## src/ccf_pkg.sv

```systemverilog
`default_nettype none
package ccf_pkg;
  // ****************************************
  // Timing
  // ****************************************
  localparam int unsigned CLK_HZ = 10_000_000;
  localparam int unsigned CLK_PERIOD_NS = 100;
  localparam longint unsigned PRE_TMR_S = 3600;
  localparam longint unsigned PRE_TMR_CYC = PRE_TMR_S * longint'(CLK_HZ);
  localparam longint unsigned FAST_TMR_S = 3600;
  localparam longint unsigned FAST_TMR_CYC = FAST_TMR_S * longint'(CLK_HZ);
  localparam longint unsigned WDT_MAX_S = 160;
  localparam longint unsigned WDT_MAX_CYC = WDT_MAX_S * longint'(CLK_HZ);
  localparam int unsigned TERM_DEGLITCH_NS = 2_500_000;
  localparam int unsigned TERM_CYC = (TERM_DEGLITCH_NS + CLK_PERIOD_NS - 1) / CLK_PERIOD_NS;
  localparam int unsigned INT_PULSE_NS = 256_000;
  localparam logic [11:0] INT_CYC = 12'(INT_PULSE_NS / CLK_PERIOD_NS);
  // ****************************************
  // Register indices, byte address is four times the index
  // ****************************************
  localparam logic [5:0] IDX_PWR = 6'h01;
  localparam logic [5:0] IDX_ICHG = 6'h02;
  localparam logic [5:0] IDX_IPRE = 6'h03;
  localparam logic [5:0] IDX_VREG = 6'h04;
  localparam logic [5:0] IDX_TMR = 6'h05;
  localparam logic [5:0] IDX_MISC = 6'h06;
  localparam logic [5:0] IDX_FLT = 6'h08;
  localparam logic [5:0] IDX_STAT = 6'h09;
  // ****************************************
  // Field positions
  // ****************************************
  localparam int PWR_KICK = 6;
  localparam int PWR_CHG_DIS = 3;
  localparam int PWR_HIZ = 2;
  localparam int TMR_TERM_EN = 6;
  localparam int TMR_WDT_LSB = 4;
  localparam int TMR_SAFE_EN = 3;
  localparam int TMR_FAST_LSB = 1;
  localparam int TMR_TTC = 0;
  localparam int VREG_LSB = 2;
  localparam int VREG_RECH = 0;
  localparam int MISC_TSEN = 3;
  localparam int MISC_TSEL = 2;
  localparam int MISC_TJ_LSB = 0;
  localparam int FLT_WDT = 7;
  localparam int FLT_IN = 6;
  localparam int FLT_TSD = 5;
  localparam int FLT_SAFE = 4;
  localparam int FLT_OVP = 3;
  localparam int FLT_TEMP = 1;
  // ****************************************
  // Reset values
  // ****************************************
  localparam logic [7:0] PWR_DEF = 8'h00;
  localparam logic [7:0] ICHG_DEF = 8'h08;
  localparam logic [7:0] IPRE_DEF = 8'h01;
  localparam logic [7:0] VREG_DEF = 8'hA0;
  localparam logic [7:0] TMR_DEF = 8'h78;
  localparam logic [7:0] MISC_DEF = 8'h0B;
  localparam logic [1:0] RESP_OKAY = 2'h0;
  localparam logic [1:0] RESP_SLVERR = 2'h2;
  // ****************************************
  // Types
  // ****************************************
  typedef enum logic [2:0] {PH_OFF, PH_PRE, PH_CC, PH_CV, PH_DONE, PH_TIMEOUT} ccf_phase_t;
  typedef struct packed {
    logic input_good;
    logic batt_above_pre;
    logic batt_at_reg;
    logic batt_ovp;
    logic batt_below_rech;
    logic ichg_at_term;
    logic ibatt_below_hys;
    logic sys_at_min;
    logic sys_below_batt;
    logic sys_above_batt;
    logic tj_at_reg;
    logic tj_shutdown;
    logic ntc_below_hot;
    logic ntc_out_window;
  } ccf_sense_t;
  typedef struct packed {
    logic input_to_system_switch;
    logic battery_switch;
    logic charge_enable;
    logic precharge_mode;
    logic cv_mode;
    logic reduce_current;
    logic ideal_diode;
    logic charge_complete;
    logic [4:0] charge_current;
    logic [1:0] precharge_current;
    logic [5:0] full_charge_voltage;
    logic recharge_sel;
    logic [1:0] tj_limit;
  } ccf_power_t;
endpackage
`default_nettype wire

```

## src/ccf_charge_control_fsm.sv

```systemverilog
`default_nettype none
module ccf_charge_control_fsm
  import ccf_pkg::*;
#(
  parameter logic [39:0] PRE_CYC = 40'(PRE_TMR_CYC),
  parameter logic [39:0] FAST_CYC = 40'(FAST_TMR_CYC),
  parameter logic [31:0] WDT_CYC = 32'(WDT_MAX_CYC),
  parameter logic [23:0] TERM_CYCLES = 24'(TERM_CYC)
) (
  input wire logic clk,
  input wire logic reset_n,
  input wire ccf_sense_t sense_in,
  output var ccf_power_t power_out,
  output var logic int_o,
  output var logic int_oe,
  input wire logic [7:0] s_axi_awaddr,
  input wire logic s_axi_awvalid,
  output var logic s_axi_awready,
  input wire logic [31:0] s_axi_wdata,
  input wire logic [3:0] s_axi_wstrb,
  input wire logic s_axi_wvalid,
  output var logic s_axi_wready,
  output var logic [1:0] s_axi_bresp,
  output var logic s_axi_bvalid,
  input wire logic s_axi_bready,
  input wire logic [7:0] s_axi_araddr,
  input wire logic s_axi_arvalid,
  output var logic s_axi_arready,
  output var logic [31:0] s_axi_rdata,
  output var logic [1:0] s_axi_rresp,
  output var logic s_axi_rvalid,
  input wire logic s_axi_rready
);
  // ****************************************
  // State
  // ****************************************
  typedef struct packed {
    ccf_sense_t sync1;
    ccf_sense_t sync2;
    ccf_sense_t prev;
    logic awready;
    logic wready;
    logic bvalid;
    logic [1:0] bresp;
    logic arready;
    logic rvalid;
    logic [1:0] rresp;
    logic [31:0] rdata;
    logic aw_have;
    logic w_have;
    logic [7:0] awaddr;
    logic [7:0] wdata;
    logic wstb;
    logic [7:0] r_pwr;
    logic [7:0] r_ichg;
    logic [7:0] r_ipre;
    logic [7:0] r_vreg;
    logic [7:0] r_tmr;
    logic [7:0] r_misc;
    logic [7:0] flt;
    logic host;
    logic [31:0] wdt;
    ccf_phase_t phase;
    logic [39:0] tmr;
    logic deg_run;
    logic [23:0] deg;
    logic done;
    logic diode;
    logic chg_dis_d;
    logic hiz_d;
    logic [11:0] int_cnt;
    logic int_oe;
    logic int_lvl;
    ccf_power_t pwr;
  } ccf_state_t;

  localparam ccf_state_t ST_RST = '{r_pwr: PWR_DEF, r_ichg: ICHG_DEF, r_ipre: IPRE_DEF,
                                    r_vreg: VREG_DEF, r_tmr: TMR_DEF, r_misc: MISC_DEF,
                                    int_lvl: 1'b1, phase: PH_OFF, default: '0};

  function automatic logic [39:0] fast_lim(input logic [1:0] f, input logic [39:0] b);
    return b << f;
  endfunction

  function automatic logic [31:0] wdt_lim(input logic [1:0] f, input logic [31:0] m);
    return m >> (2'h3 - f);
  endfunction

  logic rst_meta_ff;
  logic rst_n_ff;
  ccf_state_t st_ff;
  ccf_state_t nxt_st;
  ccf_sense_t sn;
  logic chg_dis, hiz, term_en, ttc, safe_en, tsen, tsel;
  logic therm_flt, otp, kill, safe_flt, tmr_rst, start_ok, trig, auto_rech;
  logic aw_take, w_take, ar_take, wr_go, rd_flt, wdt_on, wdt_ev, in_rise, chg_on, ev;
  logic [5:0] widx;
  logic [5:0] ridx;
  logic [7:0] flt_live;
  logic [7:0] flt_set;

  // ****************************************
  // Reset release
  // ****************************************
  always_ff @(posedge clk or negedge reset_n) begin
    if (!reset_n) begin
      rst_meta_ff <= 1'b0;
      rst_n_ff <= 1'b0;
    end else begin
      rst_meta_ff <= 1'b1;
      rst_n_ff <= rst_meta_ff;
    end
  end

  // ****************************************
  // Next state
  // ****************************************
  always_comb begin
    nxt_st = st_ff;
    sn = st_ff.sync2;
    nxt_st.sync1 = sense_in;
    nxt_st.sync2 = st_ff.sync1;
    nxt_st.prev = sn;
    wdt_ev = 1'b0;
    in_rise = sn.input_good & ~st_ff.prev.input_good;

    chg_dis = st_ff.r_pwr[PWR_CHG_DIS];
    hiz = st_ff.r_pwr[PWR_HIZ];
    term_en = st_ff.r_tmr[TMR_TERM_EN];
    ttc = st_ff.r_tmr[TMR_TTC];
    safe_en = st_ff.r_tmr[TMR_SAFE_EN];
    tsen = st_ff.r_misc[MISC_TSEN];
    tsel = st_ff.r_misc[MISC_TSEL];
    therm_flt = tsen & tsel & sn.ntc_out_window;
    otp = tsen & ~tsel & sn.ntc_below_hot;
    kill = sn.tj_shutdown | otp;

    // Watchdog only runs in host mode with input present
    wdt_on = st_ff.host & (st_ff.r_tmr[TMR_WDT_LSB+:2] != 2'h0);
    if (!wdt_on) begin
      nxt_st.wdt = '0;
    end else if (sn.input_good) begin
      if (st_ff.wdt >= wdt_lim(st_ff.r_tmr[TMR_WDT_LSB+:2], WDT_CYC) - 32'h0000_0001) begin
        wdt_ev = 1'b1;
        nxt_st.host = 1'b0;
        nxt_st.wdt = '0;
        nxt_st.r_pwr = PWR_DEF;
        nxt_st.r_ichg = ICHG_DEF;
        nxt_st.r_ipre = IPRE_DEF;
        nxt_st.r_vreg = VREG_DEF;
        nxt_st.r_tmr = TMR_DEF;
        nxt_st.r_misc = MISC_DEF;
      end else begin
        nxt_st.wdt = st_ff.wdt + 32'h0000_0001;
      end
    end

    // ****************************************
    // AXI4-Lite write
    // ****************************************
    aw_take = s_axi_awvalid & st_ff.awready;
    w_take = s_axi_wvalid & st_ff.wready;
    wr_go = st_ff.aw_have & st_ff.w_have & ~st_ff.bvalid;
    widx = st_ff.awaddr[7:2];
    if (aw_take) begin
      nxt_st.aw_have = 1'b1;
      nxt_st.awaddr = s_axi_awaddr;
    end
    if (w_take) begin
      nxt_st.w_have = 1'b1;
      nxt_st.wdata = s_axi_wdata[7:0];
      nxt_st.wstb = s_axi_wstrb[0];
    end
    if (st_ff.bvalid && s_axi_bready) begin
      nxt_st.bvalid = 1'b0;
    end
    if (wr_go) begin
      nxt_st.aw_have = 1'b0;
      nxt_st.w_have = 1'b0;
      nxt_st.bvalid = 1'b1;
      nxt_st.bresp = RESP_OKAY;
      nxt_st.host = 1'b1;
      if (widx < IDX_PWR || widx > IDX_STAT || widx == 6'h07) begin
        nxt_st.bresp = RESP_SLVERR;
      end else if (st_ff.wstb) begin
        case (widx)
          IDX_PWR: begin
            // Kick bit is a strobe and is never stored
            nxt_st.r_pwr = st_ff.wdata & ~(8'h01 << PWR_KICK);
            if (st_ff.wdata[PWR_KICK]) begin
              nxt_st.wdt = '0;
            end
          end
          IDX_ICHG: nxt_st.r_ichg = st_ff.wdata & 8'h1F;
          IDX_IPRE: nxt_st.r_ipre = st_ff.wdata & 8'h03;
          IDX_VREG: nxt_st.r_vreg = st_ff.wdata & 8'hFD;
          IDX_TMR: nxt_st.r_tmr = st_ff.wdata & 8'h7F;
          IDX_MISC: nxt_st.r_misc = st_ff.wdata & 8'h0F;
          default: nxt_st.bresp = RESP_OKAY;
        endcase
      end
    end
    nxt_st.awready = ~nxt_st.aw_have & ~nxt_st.bvalid;
    nxt_st.wready = ~nxt_st.w_have & ~nxt_st.bvalid;

    // ****************************************
    // Charge cycle
    // ****************************************
    tmr_rst = (chg_dis ^ st_ff.chg_dis_d) | (hiz ^ st_ff.hiz_d) | in_rise;
    nxt_st.chg_dis_d = chg_dis;
    nxt_st.hiz_d = hiz;
    auto_rech = (st_ff.phase == PH_DONE) & sn.batt_below_rech & sn.input_good
                & term_en & ~ttc;
    trig = in_rise | (st_ff.chg_dis_d & ~chg_dis) | auto_rech;
    safe_flt = (st_ff.phase == PH_TIMEOUT) & ~tmr_rst;
    start_ok = sn.input_good & ~chg_dis & ~hiz & ~therm_flt & ~safe_flt
               & ~sn.batt_ovp & ~kill;
    if (!st_ff.done && (st_ff.phase == PH_PRE || st_ff.phase == PH_CC
                        || st_ff.phase == PH_CV)) begin
      nxt_st.tmr = st_ff.tmr + 40'h00_0000_0001;
    end
    case (st_ff.phase)
      PH_PRE: begin
        if (sn.batt_above_pre) begin
          nxt_st.phase = PH_CC;
          nxt_st.tmr = '0;
        end else if (safe_en && st_ff.tmr >= PRE_CYC - 40'h00_0000_0001) begin
          nxt_st.phase = PH_TIMEOUT;
        end
      end
      PH_CC: begin
        if (sn.batt_at_reg) begin
          nxt_st.phase = PH_CV;
        end else if (safe_en && st_ff.tmr >= fast_lim(st_ff.r_tmr[TMR_FAST_LSB+:2], FAST_CYC)
                     - 40'h00_0000_0001) begin
          nxt_st.phase = PH_TIMEOUT;
        end
      end
      PH_CV: begin
        if (!st_ff.done && safe_en && st_ff.tmr >= fast_lim(st_ff.r_tmr[TMR_FAST_LSB+:2],
            FAST_CYC) - 40'h00_0000_0001) begin
          nxt_st.phase = PH_TIMEOUT;
        end else if (!term_en || st_ff.done) begin
          nxt_st.deg_run = 1'b0;
        end else if (!st_ff.deg_run) begin
          nxt_st.deg_run = sn.ichg_at_term;
          nxt_st.deg = '0;
        end else if (!sn.ibatt_below_hys) begin
          nxt_st.deg_run = 1'b0;
        end else if (st_ff.deg >= TERM_CYCLES - 24'h00_0001) begin
          nxt_st.done = 1'b1;
          nxt_st.deg_run = 1'b0;
          if (!ttc) begin
            nxt_st.phase = PH_DONE;
          end
        end else begin
          nxt_st.deg = st_ff.deg + 24'h00_0001;
        end
      end
      PH_TIMEOUT: begin
        if (tmr_rst) begin
          nxt_st.phase = PH_OFF;
        end
      end
      PH_OFF, PH_DONE: nxt_st.phase = st_ff.phase;
      default: nxt_st.phase = PH_OFF;
    endcase
    if (trig && start_ok && (st_ff.phase == PH_OFF || st_ff.phase == PH_DONE
                             || st_ff.phase == PH_TIMEOUT)) begin
      nxt_st.phase = sn.batt_above_pre ? PH_CC : PH_PRE;
      nxt_st.tmr = '0;
      nxt_st.done = 1'b0;
      nxt_st.deg_run = 1'b0;
    end
    if (tmr_rst) begin
      nxt_st.tmr = '0;
    end
    // Loss of input or host disable ends the cycle; a timeout stays visible on loss of input, a host disable clears it
    if ((!sn.input_good || chg_dis || hiz) && st_ff.phase != PH_TIMEOUT) begin
      nxt_st.phase = PH_OFF;
      nxt_st.done = 1'b0;
      nxt_st.deg_run = 1'b0;
    end

    // Suspension is immediate and needs no restart once the cause clears
    chg_on = (st_ff.phase == PH_PRE || st_ff.phase == PH_CC || st_ff.phase == PH_CV)
             & ~sn.batt_ovp & ~therm_flt & ~kill & sn.input_good;
    if (kill) begin
      nxt_st.diode = 1'b0;
    end else if (sn.sys_below_batt) begin
      nxt_st.diode = 1'b1;
    end else if (sn.sys_above_batt) begin
      nxt_st.diode = 1'b0;
    end

    // ****************************************
    // Power path outputs
    // ****************************************
    nxt_st.pwr.input_to_system_switch = sn.input_good & ~hiz & ~kill;
    nxt_st.pwr.battery_switch = ~kill & (~sn.input_good | chg_on | nxt_st.diode);
    nxt_st.pwr.charge_enable = chg_on;
    nxt_st.pwr.precharge_mode = st_ff.phase == PH_PRE;
    nxt_st.pwr.cv_mode = st_ff.phase == PH_CV;
    nxt_st.pwr.reduce_current = sn.sys_at_min | sn.tj_at_reg;
    nxt_st.pwr.ideal_diode = nxt_st.diode;
    nxt_st.pwr.charge_complete = nxt_st.done;
    nxt_st.pwr.charge_current = st_ff.r_ichg[4:0];
    nxt_st.pwr.precharge_current = st_ff.r_ipre[1:0];
    nxt_st.pwr.full_charge_voltage = st_ff.r_vreg[VREG_LSB+:6];
    nxt_st.pwr.recharge_sel = st_ff.r_vreg[VREG_RECH];
    nxt_st.pwr.tj_limit = st_ff.r_misc[MISC_TJ_LSB+:2];

    // ****************************************
    // Faults
    // ****************************************
    ar_take = s_axi_arvalid & st_ff.arready;
    ridx = s_axi_araddr[7:2];
    rd_flt = ar_take & (ridx == IDX_FLT);
    flt_live = '0;
    flt_live[FLT_TSD] = sn.tj_shutdown;
    flt_live[FLT_OVP] = sn.batt_ovp;
    flt_live[FLT_TEMP] = otp | therm_flt;
    flt_set = flt_live;
    flt_set[FLT_WDT] = wdt_ev;
    flt_set[FLT_IN] = ~sn.input_good & st_ff.prev.input_good;
    flt_set[FLT_SAFE] = (nxt_st.phase == PH_TIMEOUT) & (st_ff.phase != PH_TIMEOUT);
    // A fault arriving with the read is kept
    nxt_st.flt = (rd_flt ? (st_ff.flt & flt_live) : st_ff.flt) | flt_set;
    nxt_st.flt[FLT_TEMP] = flt_live[FLT_TEMP];

    // ****************************************
    // AXI4-Lite read
    // ****************************************
    if (st_ff.rvalid && s_axi_rready) begin
      nxt_st.rvalid = 1'b0;
    end
    if (ar_take) begin
      nxt_st.rvalid = 1'b1;
      nxt_st.rresp = RESP_OKAY;
      nxt_st.rdata = '0;
      case (ridx)
        IDX_PWR: nxt_st.rdata[7:0] = st_ff.r_pwr;
        IDX_ICHG: nxt_st.rdata[7:0] = st_ff.r_ichg;
        IDX_IPRE: nxt_st.rdata[7:0] = st_ff.r_ipre;
        IDX_VREG: nxt_st.rdata[7:0] = st_ff.r_vreg;
        IDX_TMR: nxt_st.rdata[7:0] = st_ff.r_tmr;
        IDX_MISC: nxt_st.rdata[7:0] = st_ff.r_misc;
        IDX_FLT: nxt_st.rdata[7:0] = st_ff.flt;
        IDX_STAT: nxt_st.rdata[7:0] = {st_ff.host, st_ff.done, st_ff.diode, chg_on,
                                       1'b0, st_ff.phase};
        default: nxt_st.rresp = RESP_SLVERR;
      endcase
    end
    nxt_st.arready = ~nxt_st.rvalid;

    // ****************************************
    // Interrupt pulse
    // ****************************************
    ev = in_rise | (nxt_st.done & ~st_ff.done) | (nxt_st.phase != st_ff.phase)
         | (|(flt_set & ~st_ff.flt));
    if (ev) begin
      nxt_st.int_cnt = INT_CYC;
    end else if (st_ff.int_cnt != 12'h000) begin
      nxt_st.int_cnt = st_ff.int_cnt - 12'h001;
    end
    nxt_st.int_oe = nxt_st.int_cnt != 12'h000;
    nxt_st.int_lvl = ~nxt_st.int_oe;
  end

  always_ff @(posedge clk or negedge rst_n_ff) begin
    if (!rst_n_ff) begin
      st_ff <= ST_RST;
    end else begin
      st_ff <= nxt_st;
    end
  end

  // ****************************************
  // Outputs
  // ****************************************
  assign power_out = st_ff.pwr;
  assign int_o = st_ff.int_lvl;
  assign int_oe = st_ff.int_oe;
  assign s_axi_awready = st_ff.awready;
  assign s_axi_wready = st_ff.wready;
  assign s_axi_bresp = st_ff.bresp;
  assign s_axi_bvalid = st_ff.bvalid;
  assign s_axi_arready = st_ff.arready;
  assign s_axi_rdata = st_ff.rdata;
  assign s_axi_rresp = st_ff.rresp;
  assign s_axi_rvalid = st_ff.rvalid;
endmodule
`default_nettype wire

```

## config.mk

```make
export PLATFORM = sky130hd
export DESIGN_NAME = ccf_charge_control_fsm
export DESIGN_NICKNAME = d
export VERILOG_FILES = /design/src/ccf_pkg.sv /design/src/ccf_charge_control_fsm.sv
export SDC_FILE = /design/constraint.sdc
export NUM_CORES = 1
export LEC_CHECK = 0
export ABC_AREA = 1
export BUFFER_PORTS_ARGS = -buffer_cell sky130_fd_sc_hd__buf_2
export CORE_ASPECT_RATIO = 0.6
export CORE_MARGIN = 2
export CORE_UTILIZATION = 25
export CTS_CLUSTER_DIAMETER = 100
export DETAILED_ROUTE_END_ITERATION = 10
export HOLD_SLACK_MARGIN = 0.15
export SYNTH_ARGS = -nofsm -noshare
export SYNTH_HDL_FRONTEND = slang
export SYNTH_SLANG_ARGS = --single-unit
```

## constraint.sdc

```tcl
create_clock -name clk -period 10.7 [get_ports clk]
set_input_delay 2.14 -clock clk [delete_from_list [all_inputs] [get_ports clk]]
set_output_delay 2.14 -clock clk [all_outputs]
set_load 0.05 [all_outputs]
```

==> metrics.yaml <==
grt.met1_usage_pct: 20.1
io_buffers: 82
io_pins: 140
cp_cell_sequence: "inv_1, ha_1, nor2_1, nand2_1, o21ai_0, ha_1, nand2_1, inv_1, nand2_1, nand2_1, nand2_1, a21oi_1, nor2_1, nand2_2, nand2_4, and2_2, nand2_1, inv_1, nand4_1, o21ai_0, nor3b_1"
finalSetupTns_ns: 0
num_rows: 66
top_usage_layer: "met1"
antennaDiodeCount: 0
clk_pin_slew_ns: 0.07
grt_util_all_layers_pct: 12.6
wl_mm: 36.4
syn_area_mm2: 0.0138
synthMuxAreaShare_pct: 0.0723
cts_tree: "yes"
skew_ns: 0.0103
post-route-min-period_ns: 4.56
fp.dieArea_mm2: 0.0574
cp_common_cell: "nand2_1"
grt_pass1_vias: 10519
synth_xor_area_share_pct: 2.28
antenna_found_initial: 0
clock_sinks: 258
grt_max_degree: 76
setup_viol: 0
cts_resized: 0
routed_via_density: 4.57
coreArea_mm2: 0.0544
synth_commonest_cells: "nand2_1 (274), inv_1 (253), dfrtp_1 (246)"
synth_top_area_cell: "dfrtp_1"
hold_viol_final: 0
htree_levels: 1
finalCritPeriodShare_pct: 42.6
fin_cells: 2453
routedWlPerCell_um: 14.9
ys_types: 66
crit_arrival_ns: 5.01
rsz0062_at_grt: "no"
holdPathStages: 0
ir_worst_vdd_uv: 133
synth_ff_type: "dfrtp_1"
maxSlewHeadroom_pct: 36.1
drc: 0
nNetsFinal: 1854
grt_overflow_total: 0
yosysSeqAreaShare_pct: 46.7
crit_family: "simple AND/OR/NAND/NOR gates"
worst_slew_pin_slew_ns: 0.959
p_leak_nw: 7.44
slew_violations: 0
synth_compound_area_share_pct: 9.58
layout-drive-gt1-share_pct: 12.9
die_x_um: 308
avgSynthCellArea_um2: 8.37
drt_iter0_markers: 1094
dp_cells: 2404
hold_class: "reg2reg"
r2r_cells: 21
pre_cts_ws_ns: 6.25
dp_hpwl_mm: 27.8
synth_top_family_by_area: "simple AND/OR/NAND/NOR gates"
postCtsHoldBufs: 0
clk_latency_ns: 0.55
synth_edf_count: 0
ys_async_sr_fraction_pct: 100
worst_setup_path_end_kind: "flip-flop"
met3_usage_pct: 2.50
status: "finished, final reports clean"
routabilityCongestion: 0.897
syn_inst: 1654
cts_buffers: 27
grt_pass1_wl_mm: 58.8
yosys_warnings: 0
vias: 11200
ys_ff_latch: 258
cts-root-buf: "clkbuf_16"
critical_path_depth: 21
post-cts-setup-buffers: 0
synth_most_common_cell: "nand2_1"
cts_buffer_depth: 3
synth_simple_gate_area_share_pct: 24.3
max_freq_ghz: 0.219
die_h_um: 186
globalRouteMet2Util_pct: 17.7
powerDensity_mw_per_mm2: 187
crit_buf_inv: 3
start_kind: "flip-flop"
first_pass_iters: 5
synth.area.top_cells: "dfrtp_1 (44%), nand2_1 (7.4%), inv_1 (6.9%)"
postRouteAntennaNets: 0
initial_core_util_pct: 25.4
maxCapViolCount: 0
slowest_delay_ns: 0.62
cp_slowest_cell: "dfrtp_1"
syn_to_final_growth_pct: 13.2
worst-path-max-fanout: 24
crit_type: "reg2reg"
crit_required_ns: 11.16
setup_ws_ns: 6.14
yosysTopAreaCellShare_pct: 44.5
synthAdderAreaFrac_pct: 5.60
-- path summary, 6_finish.rpt --
kind                                  startpoint               endpoint  slack [ns]
setup reg to reg            st_ff[161]$_DFF_PN0_  st_ff[48]$_DFFE_PN0P_        6.14
min in group asynchronous     rst_n_ff$_DFF_PN0_  nxt_st[262]$_DFF_PN0_        0.43
hold / removal             nxt_st[277]$_DFF_PN0_  nxt_st[263]$_DFF_PN0_        0.35
max in group asynchronous     rst_n_ff$_DFF_PN0_       int_oe$_DFF_PN0_        8.03
hold reg to reg            nxt_st[277]$_DFF_PN0_  nxt_st[263]$_DFF_PN0_        0.35
setup / recovery            st_ff[161]$_DFF_PN0_  st_ff[48]$_DFFE_PN0P_        6.14
-- cells in the final DEF (no fill, tap or decap), types with 17 or more instances in the layout --
cell,n
nor3_1,61
nor4_1,17
clkbuf_16,27
dfrtp_1,245
o21ai_0,69
nor2_1,189
nand3_1,81
conb_1,31
nand2_1,274
ha_1,62
nand4_1,32
buf_2,82
o22ai_1,37
inv_1,253
a21oi_1,63
xor2_1,24
-- per-layer routing --
metal | part of all wire [%] | up-vias
met4 | 1.2 | 0
met3 | 7.4 | 35
li1 | - | 5439
met2 | 41 | 347
met5 | 0 | -
met1 | 51 | 5379
-- sequential cells by signal, indices dropped and copies added, names as in the netlist, 2 cells and up --
name	count
flt_live	2
power_out	24
s_axi_rdata	8
nxt_st	42
st_ff	168
-- metrics by stage --
step,hold slack (ns),power (W),utilization [%],instance area [µm²]
6_report,0.347,0.00293,28.8,15700
4_1_cts,0.348,0.00296,28.8,15700
2_1_floorplan,0.331,0.00175,-,14000
3_3_place_gp,0.332,0.00190,27.1,14700
5_1_grt,0.357,0.00310,28.8,15700
3_5_place_dp,0.335,0.00193,27.1,14700
-- area by class of cell --
cell class / instances / area, µm²
inverters: 268 / 1010
multi-input cells: 1076 / 5910
fillers: 5771 / 38700
well taps: 714 / 893
clock inverters: 19 / 234
repair buffers: 88 / 455
flip-flops and latches: 258 / 6470
clock buffers: 30 / 707
-- power breakdown --
group | total [W] | switching [W] | internal, W
Combinational | 0.000705 | 0.000517 | 0.000187
Clock | 0.00101 | 0.000429 | 0.000581
Sequential | 0.00121 | 0.000110 | 0.00110
-- logic make-up after synthesis --
kind of cell	after synthesis
adders and majority gates	62
buffers and inverters	349
muxes	1
and+or+nand+nor	723
AOI/OAI and AO/OA	223
xor gates and xnor gates	36
other	2
DFF	258
Note: power is estimated with default switching activity, not from simulation.
